### src/hw/lcs_consts.svh
// Purpose: constants of the link control state context store
// Assumes: included by its bare name
// Notes:   offsets are word numbers in paddr[3:2] on the APB register bus
`ifndef LCS_CONSTS_SVH
`define LCS_CONSTS_SVH

// ==========================================================================
// sizes
`define LCS_NUM_PRIO      4
`define LCS_PRIO_W        2
`define LCS_NUM_STN       256
`define LCS_ADR_W         8
`define LCS_NUM_INIT      4
`define LCS_NUM_RESP      4
`define LCS_IDX_W         2
`define LCS_NUM_SVC       3
`define LCS_SAP_W         7
`define LCS_TYPE_W        7
`define LCS_SC_W          3
`define LCS_STAT_W        8
`define LCS_LEN_W         8
`define LCS_AREA_W        4

// ==========================================================================
// service bit positions in enable masks and length words
`define LCS_SVC_ACK       0
`define LCS_SVC_NOACK     1
`define LCS_SVC_REQREPLY  2

// ==========================================================================
// register map: region in paddr[11:8], index in [5:4], word in [3:2]
`define LCS_RGN_GLOBAL    4'h0
`define LCS_RGN_INIT      4'h1
`define LCS_RGN_RESP      4'h2
`define LCS_OFF_STATUS    2'h0
`define LCS_OFF_RXHIST    2'h1
`define LCS_OFF_LASTSTAT  2'h2
`define LCS_REG_CTX       2'h0
`define LCS_REG_CTXCLR    2'h1
`define LCS_REG_ICFG      2'h2
`define LCS_REG_ILEN      2'h3
`define LCS_REG_RCFG      2'h0
`define LCS_REG_RLEN      2'h1
`define LCS_REG_SEM       2'h2

// ==========================================================================
// field positions
`define LCS_CTX_DSAP_LSB  8
`define LCS_CTX_RA_LSB    16
`define LCS_CTX_SC_LSB    24
`define LCS_CTX_PRIO_LSB  28
`define LCS_CTX_VALID_BIT 31
`define LCS_RCFG_AREA_LSB 8
`define LCS_RCFG_REPLY_NOTIFY_ACCESS_POINT_LSB 16

// ==========================================================================
// reset value and command/response bit values
`define LCS_SEQ_INIT      4'h0
`define LCS_CR_COMMAND    1'b0
`define LCS_CR_RESPONSE   1'b1

`endif

### src/hw/lcs_pkg.sv
// Purpose: types of the link control state context store
// Assumes: lcs_consts.svh on the include path
// Notes:   numbers live in the header, types here
`include "lcs_consts.svh"

package lcs_pkg;

  typedef enum logic [1:0] {
    TX_INIT,
    TX_IDLE,
    TX_READ
  } lcs_tx_state_t;

  typedef logic [`LCS_ADR_W-1:0]  lcs_addr_t;
  typedef logic [`LCS_SAP_W-1:0]  lcs_sap_t;
  typedef logic [`LCS_PRIO_W-1:0] lcs_prio_t;

endpackage : lcs_pkg

### src/hw/lcs_seq_mem.sv
// Purpose: per-station sequence bit memory, one word per station
// Assumes: one write and one read port, same clock
// Notes:   contents are not reset; the owner sweeps them after reset
`timescale 1ns/1ps
`include "lcs_consts.svh"

module lcs_seq_mem
  import lcs_pkg::*;
(
  input  wire logic                    i_clk,
  input  wire logic                    i_we,
  input  wire lcs_addr_t               i_waddr,
  input  wire logic [`LCS_NUM_PRIO-1:0] i_wdata,
  input  wire logic                    i_re,
  input  wire lcs_addr_t               i_raddr,
  output logic      [`LCS_NUM_PRIO-1:0] o_rdata
);

  logic [`LCS_NUM_PRIO-1:0] mem_ff [`LCS_NUM_STN];

  always_ff @(posedge i_clk) begin
    if (i_we) begin
      mem_ff[i_waddr] <= i_wdata;
    end
  end

  always_ff @(posedge i_clk) begin
    if (i_re) begin
      o_rdata <= mem_ff[i_raddr];
    end
  end

endmodule : lcs_seq_mem

### src/hw/lcs_top.sv
// Purpose: state and configuration store of a token-bus link control
// Assumes: frame side ports driven by logic on i_clk; APB slave
// Notes:   ready stays low for the 256-cycle sequence sweep after reset
//
// Chosen here: the APB register port and the register addresses.
`timescale 1ns/1ps
`include "lcs_consts.svh"

// Function
// - sequence bit is one boolean bit, only 0 or 1
// - receive history holds type, source, priority, sequence of last frame
// - last response status kept from latest transmitted response
// - global stores exist once per station, shared by all machines
// - each initiator keeps its request context, fields readable singly; here read only together as one context word
// - transmit sequence table: last bit per station and priority
// - each responder has a busy/not busy semaphore guarding reply area
// - exactly four transmission priorities supported
// - at most 256 remote stations tracked for sequencing
// - each initiator holds its management-enabled initiator services
// - each initiator holds maximum data length per enabled service
// - each responder holds enabled services and their maximum lengths
// - each responder records its bound shared data area
// - each responder records its reply notify access point
// - initiator active when any initiator service of it is enabled
// - duplicate only when type, source, priority and sequence all match
// - data area request is test-and-set on the semaphore
// - command frame: sequence merged into type, command/response bit 0
// - response frame: command/response bit set to 1
module lcs_top
  import lcs_pkg::*;
(
  input  wire logic                      i_clk,
  input  wire logic                      i_sys_rst,
  input  wire logic                      i_psel,
  input  wire logic                      i_penable,
  input  wire logic                      i_pwrite,
  input  wire logic [11:0]               i_paddr,
  input  wire logic [31:0]               i_pwdata,
  output logic      [31:0]               o_prdata,
  output logic                           o_pready,
  output logic                           o_pslverr,
  input  wire logic                      i_rx_valid,
  input  wire logic [`LCS_TYPE_W-1:0]    i_rx_type,
  input  wire lcs_addr_t                 i_rx_src,
  input  wire lcs_prio_t                 i_rx_prio,
  input  wire logic                      i_rx_seq,
  output logic                           o_rx_done,
  output logic                           o_rx_dup,
  input  wire logic                      i_tx_req,
  input  wire logic                      i_tx_resp,
  input  wire logic [`LCS_TYPE_W-1:0]    i_tx_type,
  input  wire lcs_addr_t                 i_tx_dest,
  input  wire lcs_prio_t                 i_tx_prio,
  input  wire lcs_sap_t                  i_tx_ssap,
  input  wire logic                      i_tx_seq,
  input  wire logic [`LCS_STAT_W-1:0]    i_tx_status,
  output logic                           o_tx_ready,
  output logic                           o_tx_valid,
  output logic [`LCS_TYPE_W:0]           o_tx_type_field,
  output logic [`LCS_SAP_W:0]            o_tx_ssap_field,
  output lcs_addr_t                      o_tx_dest,
  output lcs_prio_t                      o_tx_prio,
  output logic [`LCS_NUM_INIT-1:0]       o_init_active,
  output logic [`LCS_NUM_RESP-1:0]       o_sem_busy
);

  // ==========
  // APB decode
  logic       pready_ff;
  logic       apb_acc;
  logic       wr_done;
  logic       rd_done;
  logic [3:0] rgn;
  logic [1:0] idx;
  logic [1:0] wsel;
  logic       aligned;

  assign apb_acc = i_psel & i_penable & ~pready_ff;
  assign wr_done = i_psel & i_penable & pready_ff & i_pwrite;
  assign rd_done = i_psel & i_penable & pready_ff & ~i_pwrite;
  assign rgn     = i_paddr[11:8];
  assign idx     = i_paddr[5:4];
  assign wsel    = i_paddr[3:2];
  assign aligned = (i_paddr[1:0] == 2'h0) & (i_paddr[7:6] == 2'h0);

  // ==========
  // global stores, one instance per station
  logic [`LCS_TYPE_W-1:0] hist_type_ff;
  lcs_addr_t              hist_src_ff;
  lcs_prio_t              hist_prio_ff;
  logic                   hist_seq_ff;
  logic                   hist_valid_ff;
  logic [`LCS_STAT_W-1:0] last_stat_ff;
  logic                   last_stat_valid_ff;
  logic                   rx_match;

  assign rx_match = hist_valid_ff & (i_rx_type == hist_type_ff)
                  & (i_rx_src == hist_src_ff) & (i_rx_prio == hist_prio_ff)
                  & (i_rx_seq == hist_seq_ff);

  always_ff @(posedge i_clk) begin
    if (i_sys_rst) begin
      hist_type_ff  <= '0;
      hist_src_ff   <= '0;
      hist_prio_ff  <= '0;
      hist_seq_ff   <= 1'b0;
      hist_valid_ff <= 1'b0;
    end else if (i_rx_valid) begin
      hist_type_ff  <= i_rx_type;
      hist_src_ff   <= i_rx_src;
      hist_prio_ff  <= i_rx_prio;
      hist_seq_ff   <= i_rx_seq;
      hist_valid_ff <= 1'b1;
    end
  end

  always_ff @(posedge i_clk) begin
    if (i_sys_rst) begin
      o_rx_done <= 1'b0;
      o_rx_dup  <= 1'b0;
    end else begin
      o_rx_done <= i_rx_valid;
      o_rx_dup  <= i_rx_valid & rx_match;
    end
  end

  // ==========
  // transmit sequencing
  lcs_tx_state_t            state_ff;
  lcs_tx_state_t            nxt_state;
  lcs_addr_t                sweep_ff;
  lcs_addr_t                tx_dest_ff;
  lcs_prio_t                tx_prio_ff;
  logic [`LCS_TYPE_W-1:0]   tx_type_ff;
  lcs_sap_t                 tx_ssap_ff;
  logic                     tx_accept;
  logic                     mem_we;
  lcs_addr_t                mem_waddr;
  logic [`LCS_NUM_PRIO-1:0] mem_wdata;
  logic [`LCS_NUM_PRIO-1:0] mem_rdata;
  logic                     next_seq;

  assign tx_accept = (state_ff == TX_IDLE) & i_tx_req;
  // one boolean bit per priority lane
  assign next_seq  = ~mem_rdata[tx_prio_ff];

  always_comb begin
    nxt_state = state_ff;
    case (state_ff)
      TX_INIT: begin
        if (sweep_ff == lcs_addr_t'(`LCS_NUM_STN - 1)) begin
          nxt_state = TX_IDLE;
        end
      end
      TX_IDLE: begin
        if (tx_accept & ~i_tx_resp) begin
          nxt_state = TX_READ;
        end
      end
      TX_READ: nxt_state = TX_IDLE;
      default: nxt_state = TX_INIT;
    endcase
  end

  always_ff @(posedge i_clk) begin
    if (i_sys_rst) begin
      state_ff   <= TX_INIT;
      o_tx_ready <= 1'b0;
    end else begin
      state_ff   <= nxt_state;
      o_tx_ready <= (nxt_state == TX_IDLE);
    end
  end

  always_ff @(posedge i_clk) begin
    if (i_sys_rst) begin
      sweep_ff <= '0;
    end else if (state_ff == TX_INIT) begin
      sweep_ff <= sweep_ff + lcs_addr_t'(1);
    end
  end

  always_ff @(posedge i_clk) begin
    if (i_sys_rst) begin
      tx_dest_ff <= '0;
      tx_prio_ff <= '0;
      tx_type_ff <= '0;
      tx_ssap_ff <= '0;
    end else if (tx_accept) begin
      tx_dest_ff <= i_tx_dest;
      tx_prio_ff <= i_tx_prio;
      tx_type_ff <= i_tx_type;
      tx_ssap_ff <= i_tx_ssap;
    end
  end

  // clear every station during the sweep after reset, then write back the bit just sent
  always_comb begin
    mem_we    = 1'b0;
    mem_waddr = sweep_ff;
    mem_wdata = `LCS_SEQ_INIT;
    if (state_ff == TX_INIT) begin
      mem_we = 1'b1;
    end else if (state_ff == TX_READ) begin
      mem_we    = 1'b1;
      mem_waddr = tx_dest_ff;
      mem_wdata = mem_rdata;
      mem_wdata[tx_prio_ff] = next_seq;
    end
  end

  lcs_seq_mem u_seq_mem (
    .i_clk   (i_clk),
    .i_we    (mem_we),
    .i_waddr (mem_waddr),
    .i_wdata (mem_wdata),
    .i_re    (tx_accept),
    .i_raddr (i_tx_dest),
    .o_rdata (mem_rdata)
  );

  always_ff @(posedge i_clk) begin
    if (i_sys_rst) begin
      o_tx_valid      <= 1'b0;
      o_tx_type_field <= '0;
      o_tx_ssap_field <= '0;
      o_tx_dest       <= '0;
      o_tx_prio       <= '0;
    end else if (state_ff == TX_READ) begin
      o_tx_valid      <= 1'b1;
      o_tx_type_field <= {tx_type_ff, next_seq};
      o_tx_ssap_field <= {tx_ssap_ff, `LCS_CR_COMMAND};
      o_tx_dest       <= tx_dest_ff;
      o_tx_prio       <= tx_prio_ff;
    end else if (tx_accept & i_tx_resp) begin
      o_tx_valid      <= 1'b1;
      o_tx_type_field <= {i_tx_type, i_tx_seq};
      o_tx_ssap_field <= {i_tx_ssap, `LCS_CR_RESPONSE};
      o_tx_dest       <= i_tx_dest;
      o_tx_prio       <= i_tx_prio;
    end else begin
      o_tx_valid      <= 1'b0;
    end
  end

  always_ff @(posedge i_clk) begin
    if (i_sys_rst) begin
      last_stat_ff       <= '0;
      last_stat_valid_ff <= 1'b0;
    end else if (tx_accept & i_tx_resp) begin
      last_stat_ff       <= i_tx_status;
      last_stat_valid_ff <= 1'b1;
    end
  end

  // ========================================================================
  // initiator machines
  logic [31:0] init_ctx_rd  [`LCS_NUM_INIT];
  logic [31:0] init_cfg_rd  [`LCS_NUM_INIT];
  logic [31:0] init_len_rd  [`LCS_NUM_INIT];

  for (genvar gi = 0; gi < `LCS_NUM_INIT; gi++) begin : g_init
    lcs_sap_t                            ctx_ssap_ff;
    lcs_sap_t                            ctx_dsap_ff;
    lcs_addr_t                           ctx_ra_ff;
    logic [`LCS_SC_W-1:0]                ctx_sc_ff;
    lcs_prio_t                           ctx_prio_ff;
    logic                                ctx_valid_ff;
    logic [`LCS_NUM_SVC-1:0]             en_ff;
    logic [`LCS_NUM_SVC*`LCS_LEN_W-1:0]  len_ff;
    logic                                hit;

    assign hit = wr_done & aligned & (rgn == `LCS_RGN_INIT)
               & (idx == `LCS_IDX_W'(gi));

    always_ff @(posedge i_clk) begin
      if (i_sys_rst) begin
        ctx_ssap_ff  <= '0;
        ctx_dsap_ff  <= '0;
        ctx_ra_ff    <= '0;
        ctx_sc_ff    <= '0;
        ctx_prio_ff  <= '0;
        ctx_valid_ff <= 1'b0;
      end else if (hit & (wsel == `LCS_REG_CTX)) begin
        ctx_ssap_ff  <= i_pwdata[`LCS_SAP_W-1:0];
        ctx_dsap_ff  <= i_pwdata[`LCS_CTX_DSAP_LSB +: `LCS_SAP_W];
        ctx_ra_ff    <= i_pwdata[`LCS_CTX_RA_LSB +: `LCS_ADR_W];
        ctx_sc_ff    <= i_pwdata[`LCS_CTX_SC_LSB +: `LCS_SC_W];
        // priority is the even class: class 2k and 2k+1 share lane k
        ctx_prio_ff  <= i_pwdata[`LCS_CTX_SC_LSB + 1 +: `LCS_PRIO_W];
        ctx_valid_ff <= 1'b1;
      end else if (hit & (wsel == `LCS_REG_CTXCLR)) begin
        ctx_ssap_ff  <= '0;
        ctx_dsap_ff  <= '0;
        ctx_ra_ff    <= '0;
        ctx_sc_ff    <= '0;
        ctx_prio_ff  <= '0;
        ctx_valid_ff <= 1'b0;
      end
    end

    always_ff @(posedge i_clk) begin
      if (i_sys_rst) begin
        en_ff  <= '0;
        len_ff <= '0;
      end else begin
        if (hit & (wsel == `LCS_REG_ICFG)) begin
          en_ff <= i_pwdata[`LCS_NUM_SVC-1:0];
        end
        if (hit & (wsel == `LCS_REG_ILEN)) begin
          len_ff <= i_pwdata[`LCS_NUM_SVC*`LCS_LEN_W-1:0];
        end
      end
    end

    always_ff @(posedge i_clk) begin
      if (i_sys_rst) begin
        o_init_active[gi] <= 1'b0;
      end else begin
        o_init_active[gi] <= |en_ff;
      end
    end

    assign init_ctx_rd[gi] = {ctx_valid_ff, 1'b0, ctx_prio_ff, 1'b0,
                              ctx_sc_ff, ctx_ra_ff, 1'b0, ctx_dsap_ff,
                              1'b0, ctx_ssap_ff};
    assign init_cfg_rd[gi] = {28'h0000000, |en_ff, en_ff};
    assign init_len_rd[gi] = {8'h00, len_ff};
  end

  // ========================================================================
  // responder machines
  logic [31:0] resp_cfg_rd [`LCS_NUM_RESP];
  logic [31:0] resp_len_rd [`LCS_NUM_RESP];
  logic        sem_rd      [`LCS_NUM_RESP];

  for (genvar gr = 0; gr < `LCS_NUM_RESP; gr++) begin : g_resp
    logic [`LCS_NUM_SVC-1:0]             en_ff;
    logic [`LCS_NUM_SVC*`LCS_LEN_W-1:0]  len_ff;
    logic [`LCS_AREA_W-1:0]              area_ff;
    lcs_sap_t                            notify_sap_ff;
    logic                                sem_ff;
    logic                                sel;

    assign sel = aligned & (rgn == `LCS_RGN_RESP)
               & (idx == `LCS_IDX_W'(gr));

    always_ff @(posedge i_clk) begin
      if (i_sys_rst) begin
        en_ff         <= '0;
        len_ff        <= '0;
        area_ff       <= '0;
        notify_sap_ff <= '0;
      end else begin
        if (wr_done & sel & (wsel == `LCS_REG_RCFG)) begin
          en_ff         <= i_pwdata[`LCS_NUM_SVC-1:0];
          area_ff       <= i_pwdata[`LCS_RCFG_AREA_LSB +: `LCS_AREA_W];
          notify_sap_ff <= i_pwdata[`LCS_RCFG_REPLY_NOTIFY_ACCESS_POINT_LSB +: `LCS_SAP_W];
        end
        if (wr_done & sel & (wsel == `LCS_REG_RLEN)) begin
          len_ff <= i_pwdata[`LCS_NUM_SVC*`LCS_LEN_W-1:0];
        end
      end
    end

    // read tests and sets, write of 0 releases
    always_ff @(posedge i_clk) begin
      if (i_sys_rst) begin
        sem_ff <= 1'b0;
      end else if (rd_done & sel & (wsel == `LCS_REG_SEM)) begin
        sem_ff <= 1'b1;
      end else if (wr_done & sel & (wsel == `LCS_REG_SEM) & ~i_pwdata[0]) begin
        sem_ff <= 1'b0;
      end
    end

    always_ff @(posedge i_clk) begin
      if (i_sys_rst) begin
        o_sem_busy[gr] <= 1'b0;
      end else begin
        o_sem_busy[gr] <= sem_ff;
      end
    end

    assign resp_cfg_rd[gr] = {9'h000, notify_sap_ff, 4'h0, area_ff,
                              5'h00, en_ff};
    assign resp_len_rd[gr] = {8'h00, len_ff};
    assign sem_rd[gr]      = sem_ff;
  end

  // ========================================================================
  // read mux and APB answer
  logic [31:0] rd_data;
  logic        rd_err;

  always_comb begin
    rd_data = 32'h00000000;
    rd_err  = ~aligned;
    case (rgn)
      `LCS_RGN_GLOBAL: begin
        rd_err = rd_err | (idx != 2'h0);
        case (wsel)
          `LCS_OFF_STATUS:
            rd_data = {29'h00000000, hist_valid_ff, o_tx_ready,
                       state_ff == TX_INIT};
          `LCS_OFF_RXHIST:
            rd_data = {hist_valid_ff, 12'h000, hist_type_ff, hist_src_ff,
                       1'b0, hist_prio_ff, hist_seq_ff};
          `LCS_OFF_LASTSTAT:
            rd_data = {last_stat_valid_ff, 23'h000000, last_stat_ff};
          default: rd_err = 1'b1;
        endcase
      end
      `LCS_RGN_INIT: begin
        case (wsel)
          `LCS_REG_CTX:    rd_data = init_ctx_rd[idx];
          `LCS_REG_CTXCLR: rd_data = 32'h00000000;
          `LCS_REG_ICFG:   rd_data = init_cfg_rd[idx];
          default:         rd_data = init_len_rd[idx];
        endcase
      end
      `LCS_RGN_RESP: begin
        case (wsel)
          `LCS_REG_RCFG: rd_data = resp_cfg_rd[idx];
          `LCS_REG_RLEN: rd_data = resp_len_rd[idx];
          `LCS_REG_SEM:  rd_data = {31'h00000000, sem_rd[idx]};
          default:       rd_err  = 1'b1;
        endcase
      end
      default: rd_err = 1'b1;
    endcase
  end

  // one wait state: answer in the second access cycle
  always_ff @(posedge i_clk) begin
    if (i_sys_rst) begin
      pready_ff <= 1'b0;
      o_prdata  <= 32'h00000000;
      o_pslverr <= 1'b0;
    end else begin
      pready_ff <= apb_acc;
      o_prdata  <= (apb_acc & ~i_pwrite & ~rd_err) ? rd_data : 32'h00000000;
      o_pslverr <= apb_acc & rd_err;
    end
  end

  assign o_pready = pready_ff;

endmodule : lcs_top

### config.mk
export PLATFORM = sky130hd
export DESIGN_NAME = lcs_top
export DESIGN_NICKNAME = d
export VERILOG_FILES = /design/src/hw/lcs_pkg.sv /design/src/hw/lcs_seq_mem.sv /design/src/hw/lcs_top.sv
export VERILOG_INCLUDE_DIRS = /design/src /design/src/hw
export SDC_FILE = /design/constraint.sdc
export NUM_CORES = 2
export LEC_CHECK = 0
export BUFFER_PORTS_ARGS = -buffer_cell sky130_fd_sc_hd__buf_2
export CORE_MARGIN = 2
export CORE_UTILIZATION = 49
export CTS_CLUSTER_SIZE = 14
export DETAILED_ROUTE_END_ITERATION = 8
export PLACE_DENSITY_LB_ADDON = 0.25
export SYNTH_ARGS = -nofsm -noshare
export SYNTH_HDL_FRONTEND = slang
export SYNTH_SLANG_ARGS = --single-unit
### constraint.sdc
create_clock -name i_clk -period 29.3 [get_ports i_clk]
set_input_delay 2.93 -clock i_clk [delete_from_list [all_inputs] [get_ports i_clk]]
set_output_delay 2.93 -clock i_clk [all_outputs]
set_load 0.01 [all_outputs]
## Word level (Yosys, flattened, before mapping)

Memories as Yosys holds them, arrays and structs flattened. A register that Yosys moved wholly into a read port is not among the register bits.
Cells that the tools add are included.

| word-level totals | value |
|---|---|
| logic and storage cells | 315 |
| memories kept | 1 |
| output and inout bits | 72 |
| input bits | 103 |
| register bits | 510 |
| memory bits (writable) | 1024 |

Memory list:

| name | depth | bits a word | rd ports | clocked after memory_dff | write ports | line | RTL |
|---|---|---|---|---|---|---|---|
| u_seq_mem.mem_ff | 256 | 4 | 1 | 1 | 1 | lcs_seq_mem.sv:19 | `` logic [`LCS_NUM_PRIO-1:0] mem_ff [`LCS_NUM_STN]; `` |

| cells by class | value |
|---|---|
| add/sub/neg operators | 1 |
| bitwise logic cells | 82 |
| magnitude comparators | 3 |
| reductions and logical operators | 24 |
| equal/unequal tests | 16 |
| mux-type cells | 103 |

Operators with widths:

| cell | number |
|---|---|
| 32-bit case mux with 3 select lines | 4 |
| 32-bit binary-select mux with 2-bit select | 5 |
| 32-bit two-way mux | 10 |
| 8-bit two-way mux | 16 |
| 7-bit two-way mux | 12 |
| 1-bit bitwise AND | 72 |
| 1-bit two-way mux | 28 |
| 2-bit two-way mux | 12 |
| 3-bit two-way mux | 8 |
| 2-bit nonzero test | 10 |
| 3-bit OR reduction | 5 |
| 2-bit == test (second input constant) | 5 |
| 2-bit zero test | 5 |
| 8-bit by 1-bit adder with 8-bit output (second input constant) | 1 |
| 2-bit by 1-bit == test with 1-bit output (second input constant) | 4 |
| 8-bit == test | 1 |
| 8-bit == test (second input constant) | 1 |
| 4-bit two-way mux | 2 |
| 1-bit NOT | 8 |
| 7-bit == test | 1 |
| 2-bit case mux with 3 select lines | 1 |
| 1-bit binary-select mux with 2-bit select | 2 |
| 4-bit bitwise mux | 1 |
| 4-bit by 1-bit == test with 1-bit output (second input constant) | 1 |
| 13 further kinds | 14 |

## Depth between registers and ports, before layout

| depth | value |
|---|---|
| depth after elaboration | 10 |
| mapped depth | 11 |
| mapped depth without buffers | 6 |

## By module

Synthesis repeated with hierarchy kept, for this count alone.

| unflattened totals | value |
|---|---|
| cells, all modules | 4128 |
| area total of the unflattened synthesis | 63203.1 um^2 |

By module, submodules not included:

| module | sequential area each (um^2) | instances | area each (um^2) | cells an instance |
|---|---|---|---|---|
| lcs_seq_mem | 30869.6 | 1 | 40715.3 | 2051 |
| lcs_top | 9969.6 | 1 | 22487.8 | 2077 |

## Worst setup path after synthesis

Ideal clock, no wire load.

| timing | value |
|---|---|
| kind | register to register |
| start point | register state_ff[0] |
| end point | memory u_seq_mem.mem_ff[0][0] in the netlist's numbering (data pin) |
| arrival time | 8.062 ns |
| clock period less this slack | 9.635 ns |
| library setup time | 1.573 ns |
| cell stages (with the launch flop) | 7 |
| required time | 27.727 ns |
| path slack | 19.665 ns |
| path through | dfxtp_1 clkbuf_1 nand2b_1 clkbuf_1 clkbuf_1 buf_1 a21oi_1 |

| on the way | value |
|---|---|
| word-level cells in the longest chain between the ends | 3 |

Ends and longest elaborated chain:

| element | line | RTL |
|---|---|---|
| start, declared | lcs_top.sv:129 | `lcs_tx_state_t state_ff;` |
| start signal, assigned | lcs_top.sv:170 | `state_ff <= nxt_state;` |
| 2-bit == test | lcs_top.sv:204 | `end else if (state_ff == TX_READ) begin` |
| 4-bit two-way mux | lcs_top.sv:204 |  |
| 4-bit two-way mux * | lcs_top.sv:202 | `if (state_ff == TX_INIT) begin` |
| named net mem_wdata[0] | lcs_top.sv:139 | `` logic [`LCS_NUM_PRIO-1:0] mem_wdata; `` |
| end, declared | lcs_seq_mem.sv:19 |  |

The timed path passes the listed nets; every way through them passes the cells marked *.

==> reports/qor.yml <==
sta:
  fin_worst_skew_ps: 18.1
  worst_pin_slew_ps: 1240
  finalSetupViolations: 0
  period_share: 0.222
  hold_viol_final: 0
  maxSlewHeadroom: 0.176
  finalSetupTns_ps: 0
  grt_setup_unrepaired: "false"
  fmaxAchievable_mhz: 154
  slew_viol_final: 0
  final.min_clock_period_ps: 6510
global_routing:
  antenna_found_initial: 16
  grt_use_total: 0.233
  gr-total-overflow: 0
  grt_pass1_wl_um: 228000
  grt_max_degree: 257
  grt_pass1_vias: 36197
drt:
  wirelength_um: 152000
  dr_total_vias: 36485
  wire_per_inst_um: 24.4
  vias_per_cell: 5.87
  ant_nets: 0
  drtPass1Iterations: 6
  drtIter0Drc: 3799
  remaining_drc_errors: 0
critical_path:
  arrival_ps: 6980
  critPathMaxStageDelay_ps: 900
  cp_max_fo: 80
  worstPathCellList: "buf_8 > buf_4 > buf_4 > mux2i_1 > a221oi_1 > o21ai_0 > a31oi_1 > nor4_1 > o211ai_1"
  critPathTopFamily: "buffers and inverters"
  critical_path_buf_inv_count: 3
  cp-start-kind: "primary input"
  critical_path_class: "primary input to register"
  cpMostUsedCell: "buf_4"
  end_kind: "register"
  cp_slowest_cell: "buf_4"
  required_ps: 29780
floorplanning:
  core_mm2: 0.125
  die_h_um: 359
  fp.dieW_um: 359
  die-area_mm2: 0.129
  num_rows: 130
  io_pins: 175
  start_util: 0.494
clock_network:
  clock-sinks: 1526
  clk-insertion-delay-late_ps: 780
  post-cts-setup-buffers: 0
  cts_made_buffers: 151
  clockRootBuffer: "clkbuf_16"
  holdBufCountCts: 0
  ctsLongestPathBuffers: 3
  cts_resized: 0
  h-tree-depth: 4
  clk_pin_slew_ps: 60
  cts_tree: "done"
finish:
  drive_gt1_frac: 0.174
  postLayoutCoreUtil: 0.550
  area_growth_syn_to_layout_pct: 11.3
  fin_cells: 6212
  nets: 4535
yosys:
  synth_seq_area_share: 0.660
  netlist_instances: 4376
  synth_top_area_frac: 0.499
  synth-edff-count: 1028
  async_flop_share: 0
  synth_common_cells: "1028 x edfxtp_1, 603 x nor2_1, 498 x dfxtp_1, 434 x nand2_1, 415 x mux2i_1"
  synth_most_common_cell: "edfxtp_1"
  synth_seq_cells: 1526
  netlist_area_mm2: 0.0619
  yosys_warnings: 0
  syn_area_per_cell_um2: 14.1
  synthTopCellsByArea: "edfxtp_1 50%, dfxtp_1 16%, mux4_2 10%, mux2i_1 6.7%, nor2_1 3.7%"
  synth_largest_area_cell: "edfxtp_1"
  synth_ff_type: "edfxtp_1"
  synth.distinct_cells: 64
power:
  power.total_mw: 4.38
  leakage_nw: 20.0
  irDropWorstVdd_uv: 58.1
  power.density_mw_per_mm2: 63.5
placed_design:
  hpwl_um: 90600
  gp_congestion: 0.826
  placed_cells_incl_taps: 5928
  portBuffers: 167
run:
  cap_violations: 0
outcome:
  status: "completed"
hold_path:
  hp-class: "register to register"
[worst reg2reg max path, stage by stage, from the launching register on]
cell,delay (ps)
dfxtp_1,860
nand2b_2,290
buf_4,570
nand3b_1,170
nand2_1,200
nand2_1,300
or2_2,700
nor2_1,480
[routing by layer]
layer	up-vias	part of all wire	GRT usage
met5	-	0.00045	0
met3	313	0.065	0.0384
met2	1343	0.50	0.393
met1	18333	0.40	0.302
li1	16486	-	-
met4	10	0.036	0.0907
[state kept, by name, summed over array words and instances, names as in the netlist, 16 cells and up]
name	cells
g_init.len_ff	96
g_resp.notify_sap_ff	28
g_init.ctx_ssap_ff	28
o_prdata	28
u_seq_mem.mem_ff	1024
g_resp.area_ff	16
g_resp.len_ff	96
g_init.ctx_ra_ff	32
g_init.ctx_dsap_ff	28
[where the power goes]
part | leakage [nW] | total [mW] | switching (mW) | internal (mW)
sequential | 11.4 | 2.28 | 0.00314 | 2.27
combinational | 6.17 | 0.154 | 0.104 | 0.0496
clock | 2.44 | 1.95 | 0.822 | 1.13
[through the flow]
stage               instance area (um^2)  hold WS, ps  worst slack (ps)
global placement                   63900          439             22060
finish                             68900          453             22790
detailed placement                 63900          444             22010
floorplan                          61900          433             19660
global route                       68900          466             22580
CTS                                68900          453             22840
[logic make-up after synthesis]
family          count (synthesis)  share of synthesized area
buf+inv                       327                     0.0240
compound gates                496                     0.0512
other cells                     1                  0.0000606
simple gates                 1289                     0.0899
mux                           709                      0.171
fa+ha+maj                       1                   0.000202
xor+xnor                       27                    0.00382
flops                        1526                      0.660
[final timing paths]
path                                       startpoint                                   to  slack (ps)  depth (start not counted)
setup / recovery                         i_tx_dest[1]       u_seq_mem.o_rdata[1]$_DFFE_PN_       22790                          9
hold reg to reg   g_init[3].ctx_ra_ff[2]$_SDFFE_PP0P_  g_init[3].ctx_ra_ff[2]$_SDFFE_PP0P_         450                          2
hold / removal    g_init[3].ctx_ra_ff[2]$_SDFFE_PP0P_  g_init[3].ctx_ra_ff[2]$_SDFFE_PP0P_         450                          2
setup reg to reg               state_ff[0]$_SDFF_PP0_   u_seq_mem.mem_ff[230][0]$_DFFE_PP_       25370                          7
[final cells by class]
class,count,area [um^2]
multi-input cells,2524,19600
flip-flops and latches,1526,40800
diodes,4,10.0
repair buffers,223,1360
clock buffers,192,4030
inverters,5,18.8
clock inverters,88,965
fillers,10052,56500
well taps,1650,2060
[placed cells by master, fill, tap and decap left out, drive strengths merged, types with 15 or more instances in the layout]
cell type,instances
edfxtp,1028
nor2,619
dfxtp,498
nand2,434
mux2i,415
mux4,277
buf,223
a21oi,204
clkbuf,192
a22oi,99
clkinv,55
o21ai,50
nor2b,48
nor3,35
nand3,31
o221ai,27
a311oi,27
nand3b,22
and2,20
or2,20
xnor2,19
a31oi,18
mux2,17
nand4,17
bufinv,16
inv,15
(Power assumes the default switching activity.)
